$ cat src/logic/pin_mux_pkg.sv
// constants, types and helpers shared by the shared-pad pin multiplexer
//
// Overview of operation
// - after reset the port B bit 4 pad is a GPIO input with pullup on
// - every shared pin is separately programmable as GPIO input or output
// - clearing port B pullup bit 4 switches off that pad's pullup
// - clearing the port B bit 4 GPIO-owner bit hands the pad to a peripheral
// - in peripheral mode clock-output select picks address line 20 or prescaled clock
// - drive-select decides if address line 20 floats while external bus idles
// - drive-select, gated by mem_data_oe, decides if data lines 7 to 10 float while bus idles
// - port F pads undriven with pullups in reset, then default to data bus
// - clearing port F pullup bit n switches off pin n pullup
// - port D pins 0 to 5 can carry chip selects 2 to 7
// - drive-select decides if chip selects 2 to 7 float while bus idles
// - after reset port D pins 0 to 5 are GPIO inputs with pullups on
// - clearing port D pullup bit n switches off pin n pullup

package pin_mux_pkg;

	// =========================================================
	// pin counts and pad synchroniser depth
	localparam int PORT_F_PINS     = 4;
	localparam int PORT_D_PINS     = 6;
	localparam int PAD_SYNC_STAGES = 2;

	// =========================================================
	// values after reset; owner bit 1 means GPIO owns the pad
	localparam logic       PORT_B_OWNER_RST  = 1'b1;
	localparam logic       PORT_B_DIR_RST    = 1'b0;
	localparam logic       PORT_B_DATA_RST   = 1'b0;
	localparam logic       PORT_B_PULLUP_RST = 1'b1;
	localparam logic [3:0] PORT_F_OWNER_RST  = 4'h0;
	localparam logic [3:0] PORT_F_DIR_RST    = 4'h0;
	localparam logic [3:0] PORT_F_DATA_RST   = 4'h0;
	localparam logic [3:0] PORT_F_PULLUP_RST = 4'hf;
	localparam logic [5:0] PORT_D_OWNER_RST  = 6'h3f;
	localparam logic [5:0] PORT_D_DIR_RST    = 6'h00;
	localparam logic [5:0] PORT_D_DATA_RST   = 6'h00;
	localparam logic [5:0] PORT_D_PULLUP_RST = 6'h3f;
	localparam logic       BUS_DRIVE_RST     = 1'b0;

	// =========================================================
	// source of port B bit 4 in peripheral mode
	typedef enum logic {
		clko_address,
		clko_prescaler
	} clko_src_t;

	localparam clko_src_t CLKO_SEL_RST = clko_address;

	// =========================================================
	// bus pads drive while the bus is busy, or always when drive-select is set
	function automatic logic bus_pad_drive(input logic bus_active, input logic drive_sel);
		bus_pad_drive = bus_active | drive_sel;
	endfunction : bus_pad_drive

endpackage : pin_mux_pkg

$ cat src/logic/pad_mux_cell.sv
// one group of shared pads: owner mux, registered pad controls, input synchroniser
`timescale 1ns/1ps
`default_nettype none

module pad_mux_cell
	import pin_mux_pkg::*;
#(
	parameter int               WIDTH      = 1,
	parameter logic [WIDTH-1:0] PULLUP_RST = '1
)
(
	// clock and reset
	input  wire logic             clk,
	input  wire logic             rst,
	// configuration
	input  wire logic [WIDTH-1:0] gpio_owner,
	input  wire logic [WIDTH-1:0] gpio_dir,
	input  wire logic [WIDTH-1:0] gpio_data,
	input  wire logic [WIDTH-1:0] pullup_en,
	// peripheral side
	input  wire logic [WIDTH-1:0] periph_out,
	input  wire logic [WIDTH-1:0] periph_oe,
	// pads
	input  wire logic [WIDTH-1:0] pad_i,
	output logic      [WIDTH-1:0] pad_o,
	output logic      [WIDTH-1:0] pad_oe,
	output logic      [WIDTH-1:0] pad_pullup,
	output logic      [WIDTH-1:0] pad_in_sync
);

	logic [WIDTH-1:0] pad_oe_d;
	logic [WIDTH-1:0] pad_o_d;
	logic [WIDTH-1:0] sync_meta_q;
	logic [WIDTH-1:0] sync_q;

	// =========================================================
	// owner mux: a GPIO-owned bit never looks at the peripheral
	always_comb
	begin
		pad_oe_d = (gpio_owner & gpio_dir) | (~gpio_owner & periph_oe);
		pad_o_d  = (gpio_owner & gpio_data) | (~gpio_owner & periph_out);
	end

	// registered pad drive; reset leaves every driver off
	always_ff @(posedge clk)
	begin
		if (rst)
		begin
			pad_oe <= '0;
			pad_o  <= '0;
		end
		else
		begin
			pad_oe <= pad_oe_d;
			pad_o  <= pad_o_d;
		end
	end

	// pullup follows its enable bit alone
	always_ff @(posedge clk)
	begin
		if (rst)
			pad_pullup <= PULLUP_RST;
		else
			pad_pullup <= pullup_en;
	end

	// pad inputs are asynchronous: two flops before anyone reads them
	always_ff @(posedge clk)
	begin
		if (rst)
		begin
			sync_meta_q <= '0;
			sync_q      <= '0;
		end
		else
		begin
			sync_meta_q <= pad_i;
			sync_q      <= sync_meta_q;
		end
	end

	assign pad_in_sync = sync_q;

	// =========================================================
	// checks
	a_gpio_owns_drive: assert property (@(posedge clk) disable iff (rst)
		$past(!rst) |-> ((pad_oe & $past(gpio_owner)) == ($past(gpio_owner) & $past(gpio_dir))))
		else $error("gpio-owned pad drive does not follow direction");

	a_pullup_follows: assert property (@(posedge clk) disable iff (rst)
		$past(!rst) |-> pad_pullup == $past(pullup_en))
		else $error("pullup does not follow its enable");

	a_reset_undriven: assert property (@(posedge clk)
		$past(rst) |-> (pad_oe == '0) && (pad_pullup == PULLUP_RST))
		else $error("pad not undriven with pullup after reset");

endmodule : pad_mux_cell

`default_nettype wire

$ cat src/logic/ext_bus_gpio_pin_mux.sv
// shared pads between GPIO ports B4, F0-3, D0-5 and the external memory interface
`timescale 1ns/1ps
`default_nettype none

module ext_bus_gpio_pin_mux
	import pin_mux_pkg::*;
#(
	parameter int F_PINS = PORT_F_PINS,
	parameter int D_PINS = PORT_D_PINS
)
(
	// clock and reset
	input  wire logic              clk,
	input  wire logic              rst,
	// port B bit 4 configuration write
	input  wire logic              port_b_cfg_wr,
	input  wire logic              port_b_peripheral_enable_wd,
	input  wire logic              port_b_dir_wd,
	input  wire logic              port_b_data_wd,
	input  wire logic              port_b_pullup_enable_wd,
	// port F configuration write
	input  wire logic              port_f_cfg_wr,
	input  wire logic [F_PINS-1:0] port_f_peripheral_enable_wd,
	input  wire logic [F_PINS-1:0] port_f_dir_wd,
	input  wire logic [F_PINS-1:0] port_f_data_wd,
	input  wire logic [F_PINS-1:0] port_f_pullup_enable_wd,
	// port D configuration write
	input  wire logic              port_d_cfg_wr,
	input  wire logic [D_PINS-1:0] port_d_peripheral_enable_wd,
	input  wire logic [D_PINS-1:0] port_d_dir_wd,
	input  wire logic [D_PINS-1:0] port_d_data_wd,
	input  wire logic [D_PINS-1:0] port_d_pullup_enable_wd,
	// clock-output select and bus control write
	input  wire logic              ctrl_wr,
	input  wire logic              clock_output_select_wd,
	input  wire logic              bus_drive_select_wd,
	// configuration readback
	output logic                   port_b_peripheral_enable,
	output logic                   port_b_pullup_enable,
	output logic      [F_PINS-1:0] port_f_peripheral_enable,
	output logic      [F_PINS-1:0] port_f_pullup_enable,
	output logic      [D_PINS-1:0] port_d_peripheral_enable,
	output logic      [D_PINS-1:0] port_d_pullup_enable,
	output logic                   clock_output_select,
	output logic                   bus_drive_select,
	// synchronised pad levels for GPIO data reads
	output logic                   port_b_pin4_in,
	output logic      [F_PINS-1:0] port_f_pins_in,
	output logic      [D_PINS-1:0] port_d_pins_in,
	// external memory interface side
	input  wire logic              mem_bus_active,
	input  wire logic              address_line_20,
	input  wire logic [F_PINS-1:0] mem_data_out,
	input  wire logic              mem_data_oe,
	output logic      [F_PINS-1:0] mem_data_in,
	input  wire logic [D_PINS-1:0] chip_select,
	input  wire logic              prescaler_clock,
	// port B bit 4 pad
	input  wire logic              port_b_bit4_pad_i,
	output logic                   port_b_bit4_pad_o,
	output logic                   port_b_bit4_pad_oe,
	output logic                   port_b_bit4_pad_pu,
	// port F pads, data lines 7 to 10
	input  wire logic [F_PINS-1:0] port_f_pad_i,
	output logic      [F_PINS-1:0] port_f_pad_o,
	output logic      [F_PINS-1:0] port_f_pad_oe,
	output logic      [F_PINS-1:0] port_f_pad_pu,
	// port D pads, chip selects 2 to 7
	input  wire logic [D_PINS-1:0] port_d_pad_i,
	output logic      [D_PINS-1:0] port_d_pad_o,
	output logic      [D_PINS-1:0] port_d_pad_oe,
	output logic      [D_PINS-1:0] port_d_pad_pu
);

	// =========================================================
	// configuration registers
	logic              port_b_owner_q;
	logic              port_b_dir_q;
	logic              port_b_data_q;
	logic              port_b_pullup_q;
	logic [F_PINS-1:0] port_f_owner_q;
	logic [F_PINS-1:0] port_f_dir_q;
	logic [F_PINS-1:0] port_f_data_q;
	logic [F_PINS-1:0] port_f_pullup_q;
	logic [D_PINS-1:0] port_d_owner_q;
	logic [D_PINS-1:0] port_d_dir_q;
	logic [D_PINS-1:0] port_d_data_q;
	logic [D_PINS-1:0] port_d_pullup_q;
	clko_src_t         clko_sel_q;
	logic              bus_drive_q;

	// peripheral-side drive for each group
	logic              b4_periph_out;
	logic              b4_periph_oe;
	logic [F_PINS-1:0] f_periph_out;
	logic [F_PINS-1:0] f_periph_oe;
	logic [D_PINS-1:0] d_periph_out;
	logic [D_PINS-1:0] d_periph_oe;
	logic              bus_drive;

	// port B bit 4: comes out of reset as a GPIO input with its pullup on
	always_ff @(posedge clk)
	begin
		if (rst)
		begin
			port_b_owner_q  <= PORT_B_OWNER_RST;
			port_b_dir_q    <= PORT_B_DIR_RST;
			port_b_data_q   <= PORT_B_DATA_RST;
			port_b_pullup_q <= PORT_B_PULLUP_RST;
		end
		else if (port_b_cfg_wr)
		begin
			port_b_owner_q  <= port_b_peripheral_enable_wd;
			port_b_dir_q    <= port_b_dir_wd;
			port_b_data_q   <= port_b_data_wd;
			port_b_pullup_q <= port_b_pullup_enable_wd;
		end
	end

	// port F: data bus after reset, software is expected to move it to GPIO
	always_ff @(posedge clk)
	begin
		if (rst)
		begin
			port_f_owner_q  <= PORT_F_OWNER_RST;
			port_f_dir_q    <= PORT_F_DIR_RST;
			port_f_data_q   <= PORT_F_DATA_RST;
			port_f_pullup_q <= PORT_F_PULLUP_RST;
		end
		else if (port_f_cfg_wr)
		begin
			port_f_owner_q  <= port_f_peripheral_enable_wd;
			port_f_dir_q    <= port_f_dir_wd;
			port_f_data_q   <= port_f_data_wd;
			port_f_pullup_q <= port_f_pullup_enable_wd;
		end
	end

	// port D: GPIO inputs with pullups after reset
	always_ff @(posedge clk)
	begin
		if (rst)
		begin
			port_d_owner_q  <= PORT_D_OWNER_RST;
			port_d_dir_q    <= PORT_D_DIR_RST;
			port_d_data_q   <= PORT_D_DATA_RST;
			port_d_pullup_q <= PORT_D_PULLUP_RST;
		end
		else if (port_d_cfg_wr)
		begin
			port_d_owner_q  <= port_d_peripheral_enable_wd;
			port_d_dir_q    <= port_d_dir_wd;
			port_d_data_q   <= port_d_data_wd;
			port_d_pullup_q <= port_d_pullup_enable_wd;
		end
	end

	// clock-output select and bus drive-select
	always_ff @(posedge clk)
	begin
		if (rst)
		begin
			clko_sel_q  <= CLKO_SEL_RST;
			bus_drive_q <= BUS_DRIVE_RST;
		end
		else if (ctrl_wr)
		begin
			clko_sel_q  <= clko_src_t'(clock_output_select_wd);
			bus_drive_q <= bus_drive_select_wd;
		end
	end

	// =========================================================
	// peripheral muxing; idle bus floats unless drive-select holds it driven
	assign bus_drive = bus_pad_drive(mem_bus_active, bus_drive_q);

	always_comb
	begin
		unique case (clko_sel_q)
			clko_address:
			begin
				b4_periph_out = address_line_20;
				b4_periph_oe  = bus_drive;
			end
			clko_prescaler:
			begin
				// the monitor clock is free of bus state and always drives
				b4_periph_out = prescaler_clock;
				b4_periph_oe  = 1'b1;
			end
		endcase
	end

	// data lines drive only on a write cycle, and on an idle bus only while drive-select is set
	assign f_periph_out = mem_data_out;
	assign f_periph_oe  = {F_PINS{mem_data_oe & bus_pad_drive(mem_bus_active, bus_drive_q)}};

	// chip selects come straight from the memory interface decode
	assign d_periph_out = chip_select;
	assign d_periph_oe  = {D_PINS{bus_drive}};

	// =========================================================
	// pad groups
	pad_mux_cell #(
		.WIDTH      (1),
		.PULLUP_RST (PORT_B_PULLUP_RST)
	) u_port_b (
		.clk         (clk),
		.rst         (rst),
		.gpio_owner  (port_b_owner_q),
		.gpio_dir    (port_b_dir_q),
		.gpio_data   (port_b_data_q),
		.pullup_en   (port_b_pullup_q),
		.periph_out  (b4_periph_out),
		.periph_oe   (b4_periph_oe),
		.pad_i       (port_b_bit4_pad_i),
		.pad_o       (port_b_bit4_pad_o),
		.pad_oe      (port_b_bit4_pad_oe),
		.pad_pullup  (port_b_bit4_pad_pu),
		.pad_in_sync (port_b_pin4_in)
	);

	pad_mux_cell #(
		.WIDTH      (F_PINS),
		.PULLUP_RST (F_PINS'(PORT_F_PULLUP_RST))
	) u_port_f (
		.clk         (clk),
		.rst         (rst),
		.gpio_owner  (port_f_owner_q),
		.gpio_dir    (port_f_dir_q),
		.gpio_data   (port_f_data_q),
		.pullup_en   (port_f_pullup_q),
		.periph_out  (f_periph_out),
		.periph_oe   (f_periph_oe),
		.pad_i       (port_f_pad_i),
		.pad_o       (port_f_pad_o),
		.pad_oe      (port_f_pad_oe),
		.pad_pullup  (port_f_pad_pu),
		.pad_in_sync (port_f_pins_in)
	);

	pad_mux_cell #(
		.WIDTH      (D_PINS),
		.PULLUP_RST (D_PINS'(PORT_D_PULLUP_RST))
	) u_port_d (
		.clk         (clk),
		.rst         (rst),
		.gpio_owner  (port_d_owner_q),
		.gpio_dir    (port_d_dir_q),
		.gpio_data   (port_d_data_q),
		.pullup_en   (port_d_pullup_q),
		.periph_out  (d_periph_out),
		.periph_oe   (d_periph_oe),
		.pad_i       (port_d_pad_i),
		.pad_o       (port_d_pad_o),
		.pad_oe      (port_d_pad_oe),
		.pad_pullup  (port_d_pad_pu),
		.pad_in_sync (port_d_pins_in)
	);

	// =========================================================
	// readback and read data to the memory interface
	assign port_b_peripheral_enable = port_b_owner_q;
	assign port_b_pullup_enable     = port_b_pullup_q;
	assign port_f_peripheral_enable = port_f_owner_q;
	assign port_f_pullup_enable     = port_f_pullup_q;
	assign port_d_peripheral_enable = port_d_owner_q;
	assign port_d_pullup_enable     = port_d_pullup_q;
	assign clock_output_select      = clko_sel_q;
	assign bus_drive_select         = bus_drive_q;
	// read data is only meaningful while the pads belong to the bus
	assign mem_data_in              = port_f_pins_in;

	// =========================================================
	// checks
	a_b4_reset_gpio: assert property (@(posedge clk)
		$past(rst) |-> port_b_owner_q && !port_b_bit4_pad_oe && port_b_bit4_pad_pu)
		else $error("port B bit 4 not a GPIO input with pullup after reset");

	a_b4_pullup_off: assert property (@(posedge clk) disable iff (rst)
		port_b_cfg_wr && !port_b_pullup_enable_wd ##1 !port_b_cfg_wr |=> !port_b_bit4_pad_pu)
		else $error("port B bit 4 pullup still on after clear");

	a_b4_addr_select: assert property (@(posedge clk) disable iff (rst)
		!port_b_owner_q && clko_sel_q == clko_address && !$changed(port_b_owner_q)
		|=> port_b_bit4_pad_o == $past(address_line_20))
		else $error("port B bit 4 does not carry address line 20");

	a_b4_clock_select: assert property (@(posedge clk) disable iff (rst)
		!port_b_owner_q && clko_sel_q == clko_prescaler
		|=> port_b_bit4_pad_oe && port_b_bit4_pad_o == $past(prescaler_clock))
		else $error("port B bit 4 does not carry the prescaled clock");

	a_addr_idle_float: assert property (@(posedge clk) disable iff (rst)
		!port_b_owner_q && clko_sel_q == clko_address && !mem_bus_active && !bus_drive_q
		|=> !port_b_bit4_pad_oe)
		else $error("address line 20 driven on idle bus");

	a_data_idle_float: assert property (@(posedge clk) disable iff (rst)
		!mem_bus_active && !bus_drive_q |=> (port_f_pad_oe & ~$past(port_f_owner_q)) == '0)
		else $error("data lines driven on idle bus");

	a_cs_follow: assert property (@(posedge clk) disable iff (rst)
		port_d_owner_q == '0 && mem_bus_active
		|=> port_d_pad_oe == '1 && port_d_pad_o == $past(chip_select))
		else $error("chip selects do not follow the memory interface");

	a_cs_idle_float: assert property (@(posedge clk) disable iff (rst)
		!mem_bus_active && !bus_drive_q |=> (port_d_pad_oe & ~$past(port_d_owner_q)) == '0)
		else $error("chip selects driven on idle bus");

	a_f_reset_bus: assert property (@(posedge clk)
		$past(rst) |-> port_f_owner_q == '0 && port_f_pad_oe == '0 && port_f_pad_pu == '1)
		else $error("port F not data bus with pullups after reset");

	a_d_reset_gpio: assert property (@(posedge clk)
		$past(rst) |-> port_d_owner_q == '1 && port_d_pad_oe == '0 && port_d_pad_pu == '1)
		else $error("port D not GPIO inputs with pullups after reset");

	a_d_pullup_map: assert property (@(posedge clk) disable iff (rst)
		port_d_cfg_wr ##1 !port_d_cfg_wr |=> port_d_pad_pu == $past(port_d_pullup_enable_wd, 2))
		else $error("port D pullups not mapped bit for bit");

	c_b4_to_clock: cover property (@(posedge clk) disable iff (rst)
		!port_b_owner_q && clko_sel_q == clko_prescaler && port_b_bit4_pad_oe);

	c_f_to_gpio_out: cover property (@(posedge clk) disable iff (rst)
		port_f_owner_q == '1 && port_f_dir_q != '0);

	c_cs_idle_held: cover property (@(posedge clk) disable iff (rst)
		bus_drive_q && !mem_bus_active && port_d_pad_oe != '0);

endmodule : ext_bus_gpio_pin_mux

`default_nettype wire

$ cat config.mk
export PLATFORM = sky130hd
export DESIGN_NAME = ext_bus_gpio_pin_mux
export DESIGN_NICKNAME = d
export VERILOG_FILES = /design/src/logic/pin_mux_pkg.sv /design/src/logic/pad_mux_cell.sv /design/src/logic/ext_bus_gpio_pin_mux.sv
export SDC_FILE = /design/constraint.sdc
export NUM_CORES = 1
export LEC_CHECK = 0
export BUFFER_PORTS_ARGS = -buffer_cell sky130_fd_sc_hd__buf_2
export CORE_MARGIN = 3
export CORE_UTILIZATION = 50
export CTS_CLUSTER_SIZE = 30
export DETAILED_ROUTE_END_ITERATION = 10
export PLACE_DENSITY = 0.84
export SLEW_MARGIN = 20
export SYNTH_ARGS = -nofsm -noshare
export SYNTH_HDL_FRONTEND = slang
export SYNTH_SLANG_ARGS = --single-unit
$ cat constraint.sdc
create_clock -name clk -period 3.3 [get_ports clk]
set_input_delay 0.165 -clock clk [delete_from_list [all_inputs] [get_ports clk]]
set_output_delay 0.165 -clock clk [all_outputs]
set_load 0.01 [all_outputs]
==> qor.csv <==
stage;metric;value;unit
power_and_ir_drop;vdd.ir_drop.worst;0.323;mV
floorplan;io_pins;149;
floorplan;dieArea;7750;sq um
setup_path;worst_path_cell_chain;buf_2 -> buf_4 -> or2_2;
final_layout;fin_nets;515;
clocking;post-cts-setup-buffers;0;
logic_synthesis;syn_avg_cell_area;11.3;sq um
sta;relSlewSlack;0.353;
setup_path;crit_fanout;59;
clocking;clk_pin_slew;0.10;ns
power_and_ir_drop;fin_total_pwr;2.35;mW
grt;gr-usage-all-layers;0.174;
final_layout;post_route_cells_drive_above_1_share;0.402;
sta;timing.final.crit_period;1.31;ns
grt;global_route_wire_length_before_repair;10500;um
setup_path;crit_slowest_cell;sky130_fd_sc_hd__buf_2;
power_and_ir_drop;cellLeakagePower;2.12;nW
logic_synthesis;synth.yosys.warnings;0;
sta;finalSetupTns;0;ns
sta;grt_setup_unrepaired;false;
grt;gr-total-overflow;0;
grt;via_count_of_the_first_global_routing_pass;2287;
detailed_routing;drtPass1Iterations;4;
final_layout;ff_latch_area;2020;sq um
detailed_routing;initialDrtViolationCount;53;
sta;timing.fmax;0.766;GHz
setup_path;end_kind;flop;
final_layout;layout_commonest_cell;sky130_fd_sc_hd__buf_2;
logic_synthesis;synth.net_count;376;
detailed_routing;drt.antenna.violating_nets;0;
place;hpwl;5010;um
power_and_ir_drop;power.density;550;nW/um^2
sta;timing.final.hold_violations;0;
logic_synthesis;yosysSeqAreaShare;0.601;
clocking;tritoncts_num_sinks;101;
detailed_routing;routed-via-count;2489;
setup_path;cp_data_arrival_time;1.60;ns
setup_path;required_worst_endpoint;3.59;ns
logic_synthesis;ys_seq_elements;101;
sta;finClkSkew;0.00832;ns
logic_synthesis;yosys.cell_types.count;17;
floorplan;fp.dieW;88.0;um
sta;whs;0.0158;ns
setup_path;critical_path.max_stage_delay;0.73;ns
detailed_routing;detail_route.wl_per_cell;13.4;um
flow_run;timing.max_cap.violations;0;
clocking;tritoncts;done;
run_status;run_status;finished, final reports clean;
clocking;post_cts_resize_count;0;
sta;layout_worst_path_cycle_share;0.396;
hold_path;worstHoldPathType;primary input to flop;
grt;largest_net_degree_at_the_start_of_global_routing;60;
setup_path;worstSetupStartpointType;primary input;
floorplan;design.core.area;6420;sq um
final_layout;area_growth_from_synthesis_to_layout;26.9;%
logic_synthesis;netlist_area;3370;sq um
sta;timing_max_transition_violations_final;0;
final_layout;n_fill_cell;547;
sta;actual_slew_at_the_worst_max_slew_pin;0.971;ns
floorplan;initial_utilization;0.524;
clocking;clock_tree.root_cell;sky130_fd_sc_hd__clkbuf_8;
clocking;tritoncts.num_buffers;9;
clocking;cts.hold.buffers_added;0;
logic_synthesis;synthesis.instances;299;
logic_synthesis;synth.top_cells.by_area;sky130_fd_sc_hd__dfxtp_1, sky130_fd_sc_hd__mux2i_1, sky130_fd_sc_hd__nor2b_1, sky130_fd_sc_hd__nor2_1, sky130_fd_sc_hd__a211o_1;
logic_synthesis;yosys.area.top_type_share;0.601;
logic_synthesis;yosysTopAreaCell;sky130_fd_sc_hd__dfxtp_1;
setup_path;timing.reg2reg.setup_slack;2.12;ns
place;io_buffers;148;
floorplan;rows;29;
final_layout;antenna_cells_inserted;0;
detailed_routing;wirelength;6950;um
final_layout;multi_input_combinational_cell_area;1200;sq um
grt;antenna_found_initial;0;
clocking;clk_latency;0.35;ns
sta;finalSetupViolations;0;
detailed_routing;route.detailed.drc;0;
final_layout;final_cell_mix;sky130_fd_sc_hd__buf_2, sky130_fd_sc_hd__dfxtp_1, sky130_fd_sc_hd__nor2_1;
floorplan;fp.dieH;88.0;um
detailed_routing;vias_per_cell;4.79;
clocking;cts-root-to-sink-buffers;2;
setup_path;criticalPathCategory;primary input to flop;
clocking;clock_tree.htree_level_count;3;
place;final_weighted_congestion_in_routability_driven_placement;0.748;
## critical path, delay by kind of cell
| family | cells | cell delay, ns |
|---|---|---|
| buffers and inverters | 2 | 1.24 |
| AND/OR/NAND/NOR | 1 | 0.18 |
## cell type report
| cell class | count | share of cell area |
|---|---|---|
| clock buffer | 9 | 0.0290 |
| clock inverter | 7 | 0.0176 |
| multi-input combinational | 177 | 0.282 |
| sequential | 101 | 0.473 |
| tap | 77 | 0.0226 |
| timing repair buffer | 149 | 0.175 |
## flip-flops by register name, indices dropped and copies added, names as in the netlist, 6 cells and up
| register | cells |
|---|---|
| u_port_d.sync_meta_q | 6 |
| u_port_d.pad_o | 6 |
| port_d_data_q | 6 |
| port_d_peripheral_enable | 6 |
| u_port_d.pad_in_sync | 6 |
| u_port_d.pad_oe | 6 |
| u_port_d.pad_pullup | 6 |
| port_d_pullup_enable | 6 |
| port_d_dir_q | 6 |
## path summary, 6_finish.rpt
check / from / to / cells after the start
worst min register to register: u_port_f.sync_meta_q[3] / u_port_f.pad_in_sync[3] / 1
worst max-delay path: rst / u_port_d.pad_pullup[2] / 3
worst max register to register: bus_drive_select / u_port_f.pad_oe[3] / 3
worst min-delay path: port_b_pullup_enable_wd / port_b_pullup_enable / 2
## metrics by stage
stage,setup slack [ns],std cells,cell area (sq um),util
after global placement,1.65,504,4070,0.634
final,1.99,520,4270,0.665
after CTS,2.00,520,4270,0.665
after detailed placement,1.63,504,4070,0.634
after global routing,1.86,520,4270,0.665
after floorplan,2.22,299,3370,-
## cells in the mapped netlist
master and instances:
sky130_fd_sc_hd__buf_4 7, sky130_fd_sc_hd__or2_2 12, sky130_fd_sc_hd__nor2_1 49, sky130_fd_sc_hd__nor2b_1 33, sky130_fd_sc_hd__clkbuf_1 4, sky130_fd_sc_hd__nor3_1 2
sky130_fd_sc_hd__mux2i_1 45, sky130_fd_sc_hd__buf_12 1, sky130_fd_sc_hd__buf_6 1, sky130_fd_sc_hd__and2b_1 8, sky130_fd_sc_hd__o21ai_0 1, sky130_fd_sc_hd__mux2_2 1
sky130_fd_sc_hd__o21a_1 4, sky130_fd_sc_hd__buf_2 8, sky130_fd_sc_hd__nand2_1 4, sky130_fd_sc_hd__dfxtp_1 101, sky130_fd_sc_hd__a211o_1 18
## routing by layer
metal	routed length [um]	global-route usage	vias up	share of wire
li1	-	-	1254	-
met1	3010	0.223	1128	0.43
met4	102	0.0659	0	0.015
met3	594	0.0489	11	0.085
met2	3250	0.280	96	0.47
met5	0	0	-	0
## cell families after synthesis
group | Yosys count | synth area share
flops | 101 | 0.601
simple gates | 108 | 0.164
compound gates | 23 | 0.0572
mux | 46 | 0.137
buf+inv | 21 | 0.0413
## report_power, final
| group | internal [mW] | switching, mW | leakage (nW) |
|---|---|---|---|
| clock | 0.353 | 0.415 | 0.0918 |
| combinational | 0.132 | 0.123 | 1.19 |
| sequential | 1.29 | 0.0364 | 0.835 |
| total | 1.77 | 0.574 | 2.12 |
No activity file was read; power rests on OpenSTA's default activity.
